[config.mk]
export PLATFORM = sky130hd
export DESIGN_NAME = fdc_core
export DESIGN_NICKNAME = d
export VERILOG_FILES = /design/src/core/fdc_pkg.sv /design/src/core/fdc_core.sv
export SDC_FILE = /design/constraint.sdc
export NUM_CORES = 1
export LEC_CHECK = 0
export BUFFER_PORTS_ARGS = -buffer_cell sky130_fd_sc_hd__buf_2
export CELL_PAD_IN_SITES_DETAIL_PLACEMENT = 0
export CELL_PAD_IN_SITES_GLOBAL_PLACEMENT = 1
export CORE_MARGIN = 5
export CORE_UTILIZATION = 48
export CTS_CLUSTER_DIAMETER = 30
export CTS_CLUSTER_SIZE = 20
export DETAILED_ROUTE_END_ITERATION = 8
export PLACE_DENSITY_LB_ADDON = 0.1
export SYNTH_ARGS = -nofsm -noshare
export SYNTH_HDL_FRONTEND = slang
export SYNTH_SLANG_ARGS = --single-unit
[constraint.sdc]
create_clock -name CLK -period 16.1 [get_ports CLK]
set_clock_uncertainty 0.05 [all_clocks]
set_input_delay 0.805 -clock CLK [delete_from_list [all_inputs] [get_ports CLK]]
set_output_delay 0.805 -clock CLK [all_outputs]
set_load 0.05 [all_outputs]
[src/core/fdc_pkg.sv]
package fdc_pkg;
   // Command operations delivered by the supply demodulator
   typedef enum logic [1:0] {
      FDC_OP_READ  = 2'h0,
      FDC_OP_WRITE = 2'h1,
      FDC_OP_LOCK  = 2'h3
   } fdc_op_e;

   localparam int DATA_W = 16;
   localparam int ADDR_W = 4;

   // One decoded command from the supply modulation framer
   typedef struct packed {
      fdc_op_e             op;
      logic [ADDR_W-1:0]   addr;
      logic [DATA_W-1:0]   data;
   } fdc_cmd_s;

   // Setting indices on the command address
   localparam logic [ADDR_W-1:0] IDX_MODE  = 4'h0;
   localparam logic [ADDR_W-1:0] IDX_LTC   = 4'h1;
   localparam logic [ADDR_W-1:0] IDX_QTC   = 4'h2;
   localparam logic [ADDR_W-1:0] IDX_GAIN  = 4'h3;
   localparam logic [ADDR_W-1:0] IDX_OFFS  = 4'h4;
   localparam logic [ADDR_W-1:0] IDX_FLOOR = 4'h5;
   localparam logic [ADDR_W-1:0] IDX_CEIL  = 4'h6;
   localparam logic [ADDR_W-1:0] IDX_LOCK  = 4'h7;
   localparam logic [ADDR_W-1:0] IDX_RAW   = 4'h8;

   // Setup word fields
   localparam int RANGE_LSB = 0;
   localparam int FILT_LSB  = 3;
   localparam int SEL_W     = 3;
   localparam logic [2:0] FILT_MAX_CODE = 3'h4;
   localparam logic [2:0] FILT_FALLBACK = 3'h4;

   // Symmetric spans in mT indexed by span code
   localparam logic [7:0] SPAN_MT [0:7] = '{8'h1E, 8'h4B, 8'h5A, 8'h96,
                                            8'h28, 8'h3C, 8'h50, 8'h64};

   // Datapath widths and scaling: duty unit is 100% / 2048
   localparam int RAW_W   = 14;
   localparam int GAIN_W  = 15;
   localparam int OFFS_W  = 11;
   localparam int DUTY_W  = 12;
   localparam int GAIN_SH = 11;
   localparam logic [DUTY_W-1:0] DUTY_FULL = 12'h800;

   // Reset values
   localparam logic [5:0]        RST_MODE  = 6'h00;
   localparam logic [GAIN_W-1:0] RST_GAIN  = 15'h0800;
   localparam logic [OFFS_W-1:0] RST_OFFS  = 11'h000;
   localparam logic [10:0]       RST_FLOOR = 11'h000;
   localparam logic [DUTY_W-1:0] RST_CEIL  = 12'h800;

   // Cycles after reset release during which the stored lock is sampled
   localparam logic [1:0] BOOT_CYC = 2'h3;
endpackage : fdc_pkg

[src/core/fdc_core.sv]
`timescale 1ns/1ps
module fdc_core
   import fdc_pkg::*;
#(
   parameter int LTC_W = 10,
   parameter int QTC_W = 8
) (
   // Clock and power-up reset
   input  wire logic                 CLK,
   input  wire logic                 SYS_RST,
   // Filtered converter sample
   input  wire logic                 RAW_VALID,
   input  wire logic [RAW_W-1:0]     RAW_SAMPLE,
   // Commands from the supply demodulator
   input  wire logic                 COMM_ACTIVE,
   input  wire logic                 CMD_VALID,
   input  wire fdc_cmd_s             CMD,
   // Nonvolatile lock cell
   input  wire logic                 LOCK_NV_IN,
   output logic                      LOCK_NV_SET,
   // Digital answer on the output pin
   output logic                      RESP_VALID,
   output logic [DATA_W-1:0]         RESP_DATA,
   // Analog front end controls
   output logic [SEL_W-1:0]          RANGE_SEL,
   output logic [7:0]                SPAN_MT_VAL,
   output logic [SEL_W-1:0]          CORNER_SEL,
   output logic [LTC_W-1:0]          LIN_TEMP_COEF,
   output logic [QTC_W-1:0]          QUAD_TEMP_COEF,
   // Duty to the PWM generator
   output logic                      PWM_EN,
   output logic [DUTY_W-1:0]         DUTY,
   output logic                      LOCKED
);

   logic [5:0]           mode_q;
   logic [LTC_W-1:0]     ltc_q;
   logic [QTC_W-1:0]     qtc_q;
   logic [GAIN_W-1:0]    gain_q;
   logic [OFFS_W-1:0]    offs_q;
   logic [10:0]          floor_q;
   logic [DUTY_W-1:0]    ceil_q;
   logic [RAW_W-1:0]     raw_q;
   logic                 lock_set_q;
   logic                 lock_eff_q;
   logic                 nv_s1_q;
   logic                 nv_s2_q;
   logic [1:0]           boot_q;
   logic                 resp_valid_q;
   logic [DATA_W-1:0]    resp_data_q;
   logic                 pwm_en_q;
   logic [DUTY_W-1:0]    duty_q;
   logic [SEL_W-1:0]     corner_q;
   logic [7:0]           span_q;
   logic                 cmd_ok;
   logic                 wr_en;
   logic [DATA_W-1:0]    rd_data;
   logic [DUTY_W-1:0]    duty_d;

   ////////////////////////////////////////////////////////////////////////////
   // Command acceptance: a stored lock drops every command on the floor
   assign cmd_ok = CMD_VALID && !lock_eff_q;
   assign wr_en  = cmd_ok && (CMD.op == FDC_OP_WRITE);

   ////////////////////////////////////////////////////////////////////////////
   // Lock cell synchroniser; the cell output is not on our clock
   always_ff @(posedge CLK) begin
      if (SYS_RST) begin
         nv_s1_q <= 1'b0;
         nv_s2_q <= 1'b0;
      end else begin
         nv_s1_q <= LOCK_NV_IN;
         nv_s2_q <= nv_s1_q;
      end
   end

   // Boot window: the stored lock is sampled only in the first BOOT_CYC cycles after power-up,
   // so a lock set in this session never bites until the next power cycle
   always_ff @(posedge CLK) begin
      if (SYS_RST) begin
         boot_q     <= 2'h0;
         lock_eff_q <= 1'b0;
      end else if (boot_q != BOOT_CYC) begin
         boot_q     <= boot_q + 2'h1;
         lock_eff_q <= nv_s2_q;
      end
   end

   // Lock request: set-only, no path clears it short of power loss,
   // and the cell itself keeps it across that
   always_ff @(posedge CLK) begin
      if (SYS_RST) begin
         lock_set_q <= 1'b0;
      end else if (nv_s2_q || (cmd_ok && CMD.op == FDC_OP_LOCK)) begin
         lock_set_q <= 1'b1;
      end else if (cmd_ok && CMD.op == FDC_OP_WRITE && CMD.addr == IDX_LOCK
                   && CMD.data[0]) begin
         lock_set_q <= 1'b1;
      end
   end

   ////////////////////////////////////////////////////////////////////////////
   // Settings; writes land only while unlocked, as often as wanted
   always_ff @(posedge CLK) begin
      if (SYS_RST) begin
         mode_q  <= RST_MODE;
         ltc_q   <= '0;
         qtc_q   <= '0;
         gain_q  <= RST_GAIN;
         offs_q  <= RST_OFFS;
         floor_q <= RST_FLOOR;
         ceil_q  <= RST_CEIL;
      end else if (wr_en) begin
         unique case (CMD.addr)
            IDX_MODE:  mode_q  <= CMD.data[5:0];
            IDX_LTC:   ltc_q   <= CMD.data[LTC_W-1:0];
            IDX_QTC:   qtc_q   <= CMD.data[QTC_W-1:0];
            IDX_GAIN:  gain_q  <= CMD.data[GAIN_W-1:0];
            IDX_OFFS:  offs_q  <= CMD.data[OFFS_W-1:0];
            IDX_FLOOR: floor_q <= (CMD.data[10:0] > 11'h400) ?
                                  11'h400 : CMD.data[10:0];
            IDX_CEIL:  ceil_q  <= (CMD.data[DUTY_W-1:0] > DUTY_FULL) ?
                                  DUTY_FULL : CMD.data[DUTY_W-1:0];
            default:   ;
         endcase
      end
   end

   ////////////////////////////////////////////////////////////////////////////
   // Raw sample holder, taken ahead of gain, offset and clamp
   always_ff @(posedge CLK) begin
      if (SYS_RST) begin
         raw_q <= '0;
      end else if (RAW_VALID) begin
         raw_q <= RAW_SAMPLE;
      end
   end

   ////////////////////////////////////////////////////////////////////////////
   // Readback mux; unmapped indices answer zero
   always_comb begin
      rd_data = '0;
      unique case (CMD.addr)
         IDX_MODE:  rd_data[5:0]        = mode_q;
         IDX_LTC:   rd_data[LTC_W-1:0]  = ltc_q;
         IDX_QTC:   rd_data[QTC_W-1:0]  = qtc_q;
         IDX_GAIN:  rd_data[GAIN_W-1:0] = gain_q;
         IDX_OFFS:  rd_data[OFFS_W-1:0] = offs_q;
         IDX_FLOOR: rd_data[10:0]       = floor_q;
         IDX_CEIL:  rd_data[DUTY_W-1:0] = ceil_q;
         IDX_LOCK:  rd_data[0]          = lock_set_q;
         IDX_RAW:   rd_data[RAW_W-1:0]  = raw_q;
         default:   rd_data             = '0;
      endcase
   end

   // Answer on the output pin; writes and lock are acknowledged by echo
   always_ff @(posedge CLK) begin
      if (SYS_RST) begin
         resp_valid_q <= 1'b0;
         resp_data_q  <= '0;
      end else begin
         resp_valid_q <= cmd_ok;
         if (cmd_ok) begin
            resp_data_q <= (CMD.op == FDC_OP_READ) ? rd_data : CMD.data;
         end
      end
   end

   // PWM is held off for the whole exchange while unlocked; once locked it keeps running
   always_ff @(posedge CLK) begin
      if (SYS_RST) begin
         pwm_en_q <= 1'b0;
      end else begin
         pwm_en_q <= !(COMM_ACTIVE && !lock_eff_q);
      end
   end

   ////////////////////////////////////////////////////////////////////////////
   // Front end selects; reserved corner codes take the fastest filter
   always_ff @(posedge CLK) begin
      if (SYS_RST) begin
         corner_q <= '0;
         span_q   <= SPAN_MT[0];
      end else begin
         span_q   <= SPAN_MT[mode_q[RANGE_LSB +: SEL_W]];
         corner_q <= (mode_q[FILT_LSB +: SEL_W] > FILT_MAX_CODE) ?
                     FILT_FALLBACK : mode_q[FILT_LSB +: SEL_W];
      end
   end

   ////////////////////////////////////////////////////////////////////////////
   // Duty arithmetic in 1/2048 units. The product is kept full width so
   // the extreme gain with a saturated sample cannot wrap
   always_comb begin
      logic signed [RAW_W+GAIN_W-1:0] prod;
      logic signed [19:0]             sum;
      logic signed [19:0]             top;
      prod = $signed(raw_q) * $signed(gain_q);
      sum  = 20'(prod >>> GAIN_SH)
           + 20'($signed({offs_q, 1'b0}));
      top  = 20'($signed({1'b0, DUTY_FULL}));
      if (offs_q[OFFS_W-1]) begin
         top = 20'($signed({offs_q, 1'b0})) + top;
      end
      if (sum > top) begin
         sum = top;
      end
      if (sum < 20'($signed({1'b0, floor_q}))) begin
         sum = 20'($signed({1'b0, floor_q}));
      end
      // Ceiling applied after the floor, so it wins if set below the floor
      if (sum > 20'($signed({1'b0, ceil_q}))) begin
         sum = 20'($signed({1'b0, ceil_q}));
      end
      if (sum < 20'sh0) begin
         sum = 20'sh0;
      end
      duty_d = sum[DUTY_W-1:0];
   end

   always_ff @(posedge CLK) begin
      if (SYS_RST) begin
         duty_q <= '0;
      end else begin
         duty_q <= duty_d;
      end
   end

   ////////////////////////////////////////////////////////////////////////////
   // Outputs
   assign RESP_VALID     = resp_valid_q;
   assign RESP_DATA      = resp_data_q;
   assign RANGE_SEL      = mode_q[RANGE_LSB +: SEL_W];
   assign SPAN_MT_VAL    = span_q;
   assign CORNER_SEL     = corner_q;
   assign LIN_TEMP_COEF  = ltc_q;
   assign QUAD_TEMP_COEF = qtc_q;
   assign PWM_EN         = pwm_en_q;
   assign DUTY           = duty_q;
   assign LOCKED         = lock_eff_q;
   assign LOCK_NV_SET    = lock_set_q;
endmodule : fdc_core

After elaboration in Yosys (flattened, before gate mapping)
Memory sizes are Yosys's and may differ from the RTL's. A register that Yosys moved wholly into a read port is not among the register bits.
Cells that the tools add are included.
{ "word_totals": {"regBits": 126, "romBits": 64, "n_memories": 1, "word_cells": 82, "in_bits": 42, "out_inout_bits": 64} }
{ "op_classes": {"reduce_logical": 21, "n_lt_le_gt_ge": 7, "eq_ne": 11, "multipliers": 1, "bitwise": 1, "n_mux": 18, "n_addsub": 3} }
{ "mem_list": {"columns": ["memory", "depth", "word_bits", "read_ports", "rd_clocked_by_memory_dff", "wr", "line_no", "rtl"], "rows": [
  ["(no name shown)", 8, 8, 1, 1, 0, "fdc_core.sv:186", "span_q <= SPAN_MT[mode_q[RANGE_LSB +: SEL_W]];"]
]} }
{ "op_table": {"columns": ["op", "n"], "rows": [
  ["20-bit two-way mux", 4],
  ["5-bit case mux with 8 select lines", 1],
  ["14-bit by 15-bit multiplier with 29-bit output", 1],
  ["19-bit by 20-bit greater-than comparator with 1-bit output", 1],
  ["20-bit by 13-bit greater-than comparator with 1-bit output", 1],
  ["20-bit by 1-bit less-than comparator with 1-bit output, second input constant", 1],
  ["20-bit by 12-bit less-than comparator with 1-bit output", 1],
  ["18-bit by 12-bit adder with 19-bit output", 1],
  ["4-bit by 3-bit equality test with 1-bit output, second input constant", 4],
  ["16-bit two-way mux", 1],
  ["12-bit by 13-bit adder with 14-bit output, second input constant", 1],
  ["2-bit case mux with 7 select lines", 1],
  ["2-bit AND reduction", 7],
  ["12-bit greater-than comparator, second input constant", 1],
  ["12-bit two-way mux", 1],
  ["2-bit case mux with 6 select lines", 1],
  ["11-bit greater-than comparator, second input constant", 1],
  ["11-bit two-way mux", 1],
  ["1-bit case mux with 9 select lines", 1],
  ["4-bit by 2-bit equality test with 1-bit output, second input constant", 2],
  ["1-bit logical AND", 6],
  ["1-bit case mux with 5 select lines", 1],
  ["4-bit by 1-bit equality test with 1-bit output, second input constant", 1],
  ["4-bit equality test, second input constant", 1],
  ["other kinds (16)", 20]
]} }

Depth between registers and ports, before layout
{ "logic_depth": {"ltp_word": 10, "mapped_depth": 65, "mapped_depth_nobuf": 62} }

Worst setup path after synthesis
No wires, ideal clock.
{ "synth_timing": {"kind": "register to register", "start": "reg raw_q[4]", "end": "reg duty_q[10] (netlist: DUTY[10])", "setup_ns": 0.079, "t_arrival_ns": 13.238, "synth_period_minus_slack_ns": 13.367, "stages_incl_launch_ff": 65, "required_time_ns": 15.971, "slack_ns": 2.733, "n_path_buf": 4, "cell_sequence": "dfxtp_1 -> clkbuf_1 -> and2_1 -> fa_1 -> inv_1 -> fa_1 -> inv_1 -> fa_1 -> inv_1 -> fa_1 -> inv_1 -> fa_1 -> fa_1 -> ha_1 -> a21o_1 -> a21o_1 -> a31oi_1 -> nor2b_1 -> (+29 left out) -> o21ai_0 -> nand2_1 -> nor4b_1 -> ha_1 -> inv_1 -> clkbuf_1 -> mux2i_1 -> ha_1 -> a21o_1 -> a21o_1 -> a21o_1 -> a211o_1 -> a2111oi_0 -> or2_2 -> a41oi_2 -> nand3b_4 -> buf_6 -> o221ai_2"} }
{ "synth_between": {"elab_chain_len": 10} }
{ "synth_lines": {"columns": ["item", "line_no", "rtl"], "rows": [
  ["start, declared", "fdc_core.sv:43", "logic [RAW_W-1:0] raw_q;"],
  ["start signal, assigned", "fdc_core.sv:133", "raw_q <= '0;"],
  ["start signal, assigned", "fdc_core.sv:135", "raw_q <= RAW_SAMPLE;"],
  ["14-bit by 15-bit multiplier with 29-bit output (*)", "fdc_core.sv:199", "prod = $signed(raw_q) * $signed(gain_q);"],
  ["18-bit by 12-bit adder with 19-bit output (*)", "fdc_core.sv:201", "+ 20'($signed({offs_q, 1'b0}));"],
  ["19-bit by 20-bit greater-than comparator with 1-bit output", "fdc_core.sv:206", "if (sum > top) begin"],
  ["20-bit two-way mux (*)", "fdc_core.sv:206", null],
  ["20-bit by 12-bit less-than comparator with 1-bit output", "fdc_core.sv:209", "if (sum < 20'($signed({1'b0, floor_q}))) begin"],
  ["20-bit two-way mux (*)", "fdc_core.sv:209", null],
  ["20-bit by 13-bit greater-than comparator with 1-bit output", "fdc_core.sv:213", "if (sum > 20'($signed({1'b0, ceil_q}))) begin"],
  ["20-bit two-way mux (*)", "fdc_core.sv:213", null],
  ["20-bit by 1-bit less-than comparator with 1-bit output", "fdc_core.sv:216", "if (sum < 20'sh0) begin"],
  ["2-bit OR reduction (no source line)", null, null],
  ["end signal, assigned", "fdc_core.sv:226", "duty_q <= duty_d;"],
  ["end, declared", "fdc_core.sv:52", "logic [DUTY_W-1:0] duty_q;"]
]} }
Mark *: on every way between the ends. The rest lies on a longest branch, timed or not.
A chain may end at the register's enable or synchronous reset.

Final worst setup path
{ "layout_timing": {"start": "reg raw_q[11]", "end": "reg duty_q[3] (netlist: DUTY[3])"} }
Same word-level chain as after synthesis.

==> flow_metrics.py <==
metrics = {
    "outcome": {
        "status": "complete, no violations",
    },
    "cells_and_area": {
        "drive_above_1_share_pct": 11.5,
        "syn_to_final_growth_pct": 9.56,
        "fin_cells": 2217,
        "n_antenna_cell": 0,
        "nFillCells": 2988,
        "multi_input_area_sq_um": 11300,
        "fin_nets": 2175,
        "regArea_sq_um": 2690,
    },
    "sta": {
        "setup-tns-final_ns": 0,
        "tightestPinTransition_ns": 1.16,
        "fin_crit_ns": 14.99,
        "hold_viol_final": 0,
        "finalSetupViolCount": 0,
        "relSlewSlack_pct": 22.1,
        "slew_violations": 0,
        "min_period_over_period_pct": 93.1,
        "fmax_mhz": 66.7,
        "grt_setup_unrepaired": "no",
    },
    "critical_path": {
        "critPathSlowestCell": "dfxtp_1",
        "critPathBufInv": 7,
        "cp-end-kind": "register",
        "cp_max_fo": 17,
        "max_stage_delay_ns": 0.91,
        "crit_family": "adder cells",
        "arrival_ns": 15.27,
        "crit_required_ns": 16.38,
        "crit_type": "reg -> reg",
        "worst_setup_path_start_kind": "register",
    },
    "clock_network": {
        "cts_htree_levels": 4,
        "ctsHoldBuffers": 0,
        "clk-insertion-delay-late_ns": 0.42,
        "root_buffer": "clkbuf_16",
        "clock_sinks": 134,
        "cts.reportedPaths.clkPinSlew_ns": 0.06,
        "cts_buffers": 17,
        "tritoncts": "yes",
        "clock_tree.buffer_depth": 2,
    },
    "logic_synthesis": {
        "ys_seq_elements": 134,
        "synth_edf_count": 0,
        "ys_seq_area_share_pct": 17.4,
        "synth-warning-count": 0,
        "synth_ff_type": "dfxtp_1",
        "syn_avg_cell_area_sq_um": 8.79,
        "netlist_top_cells_area": "fa_1 (27%), dfxtp_1 (17%), ha_1 (10%)",
        "syn-num-nets": 2124,
        "synth_top_cell_by_area": "fa_1",
        "synth.top_cell.area_share_pct": 26.9,
        "yosys.cell_types.count": 78,
        "syn_area_sq_um": 15400,
        "async_flop_share_pct": 0,
        "syn_inst": 1752,
    },
    "routing": {
        "drt_wl_total_mm": 45.6,
        "drt_iter0_drc": 1003,
        "vias": 12500,
        "viasPerCell": 5.63,
        "ant_nets": 0,
        "drt-wirelength-per-cell_um": 20.6,
        "firstDrtPassIters": 7,
        "drc": 0,
    },
    "power_and_ir_drop": {
        "p_per_area_nw_per_um2": 62.7,
        "p_leak_uw": 0.00807,
        "peakVddDrop_uv": 82.9,
    },
    "global_route": {
        "grtUsageTotal_pct": 25.9,
        "grt_pass1_vias": 13000,
        "globalRouteOverflowTotal": 0,
        "grt_max_degree": 67,
        "grt_pass1_wl_mm": 73.0,
        "antenna_found_initial": 0,
    },
    "floorplan": {
        "initial_utilization_pct": 48.7,
        "boundaryPins": 106,
        "dieArea_sq_um": 35800,
        "core_area_sq_um": 31600,
        "fp.dieW_um": 189,
        "die_y_um": 189,
        "fp-row-count": 65,
    },
    "hold_path": {
        "hp-class": "reg -> reg",
    },
    "place": {
        "numPortBuffers": 105,
        "place_hpwl_mm": 35.4,
        "post-place-cells": 2185,
        "gp_congestion": 0.851,
    },
    "job": {
        "maxCapViolCount": 0,
    },
}
-- kinds of logic after synthesis --
group	Yosys count	synth area share [%]
simple gates	569	18.1
buf+inv	372	9.30
fa+ha+maj	330	36.9
compound gates	270	12.9
flops	134	17.4
mux	41	3.41
xor+xnor	36	2.05
-- worst paths after layout --
| kind | from | to | slack (ns) | cells past startpoint |
|---|---|---|---|---|
| worst min register to register | nv_s1_q | nv_s2_q | 0.39 | 1 |
| worst max register to register | raw_q[11] | DUTY[3] | 1.11 | 55 |
| worst min-delay path | nv_s1_q | nv_s2_q | 0.39 | 1 |
| worst max-delay path | raw_q[11] | DUTY[3] | 1.11 | 55 |
-- stage by stage --
| step | setup WS (ns) | utilization, % | hold slack [ns] | power [uW] | area (sq um) |
|---|---|---|---|---|---|
| after CTS | 0.527 | 53.3 | 0.405 | 1060 | 16900 |
| after global routing | 0.00589 | 53.4 | 0.414 | 1110 | 16900 |
| after global placement | 0.851 | 51.3 | 0.375 | 657 | 16200 |
| after floorplan | 2.73 | - | 0.364 | 584 | 15400 |
| after detailed placement | 0.540 | 51.3 | 0.382 | 659 | 16200 |
| final | 1.11 | 53.4 | 0.392 | 1060 | 16900 |
-- timing repair --
action                                  4_1_cts  5_1_grt
buffers inserted                              0        1
gates resized for setup                       0        5
endpoints found under the setup margin        0       12
-- layout make-up --
| cell class | count | area share [%] |
|---|---|---|
| well taps | 402 | 2.98 |
| multi-input cells | 1246 | 67.1 |
| flip-flops and latches | 134 | 15.9 |
| inverters | 277 | 6.18 |
| clock inverters | 11 | 0.897 |
| repair buffers | 127 | 4.18 |
| clock buffers | 20 | 2.71 |
-- where the power goes --
group / switching [uW] / internal [uW]
clock: 151 / 251
sequential: 18.6 / 343
combinational: 186 / 109
total: 355 / 703
-- cell usage after synthesis, types with 10 or more instances --
library cell    n
nor3b_1        11
nand2b_1       12
nand4_1        11
xor2_1         10
o21ai_0        21
a222oi_1       16
and2_1        120
nor2b_1        12
mux2i_1        30
clkbuf_1       88
nand2_1       196
fa_1          207
nor3_1         22
nor2_1         92
o221ai_2       10
a21o_1         24
dfxtp_1       134
a22oi_1        27
a21oi_1        92
ha_1          123
nand3_1        65
xnor2_1        26
inv_1         276
-- layer usage --
layer,global-route usage [%],share of wire [%],vias to the layer above
met5,0,0,-
li1,-,-,5819
met3,4.79,6.5,57
met1,36.2,45,6189
met4,6.14,2.2,0
met2,42.1,46,421
-- state kept, by name (all words and copies together), names as in the netlist --
register and cells:
LIN_TEMP_COEF 10, CORNER_SEL 3, boot_q 2, mode_q 6, floor_q 11, raw_q 14
offs_q 11, DUTY 12, nv_s2_q 1, SPAN_MT_VAL 8, ceil_q 12, LOCKED 1
RESP_DATA 16, gain_q 15, QUAD_TEMP_COEF 8, LOCK_NV_SET 1, RESP_VALID 1, nv_s1_q 1
PWM_EN 1
-- layout by cell type (no fill, tap or decap), drive strengths merged, types with 7 or more instances in the layout --
cell type,n
a21o,24
a21oi,95
a221oi,9
a222oi,16
a22oi,27
a31oi,8
and2,121
buf,127
clkbuf,20
dfxtp,134
fa,207
ha,123
inv,276
mux2i,39
nand2,196
nand2b,12
nand3,65
nand4,11
nor2,92
nor2b,12
nor3,22
nor3b,11
o211ai,7
o21a,9
o21ai,25
o221ai,10
xnor2,26
xor2,10
Note: power is estimated with default switching activity, not from simulation.
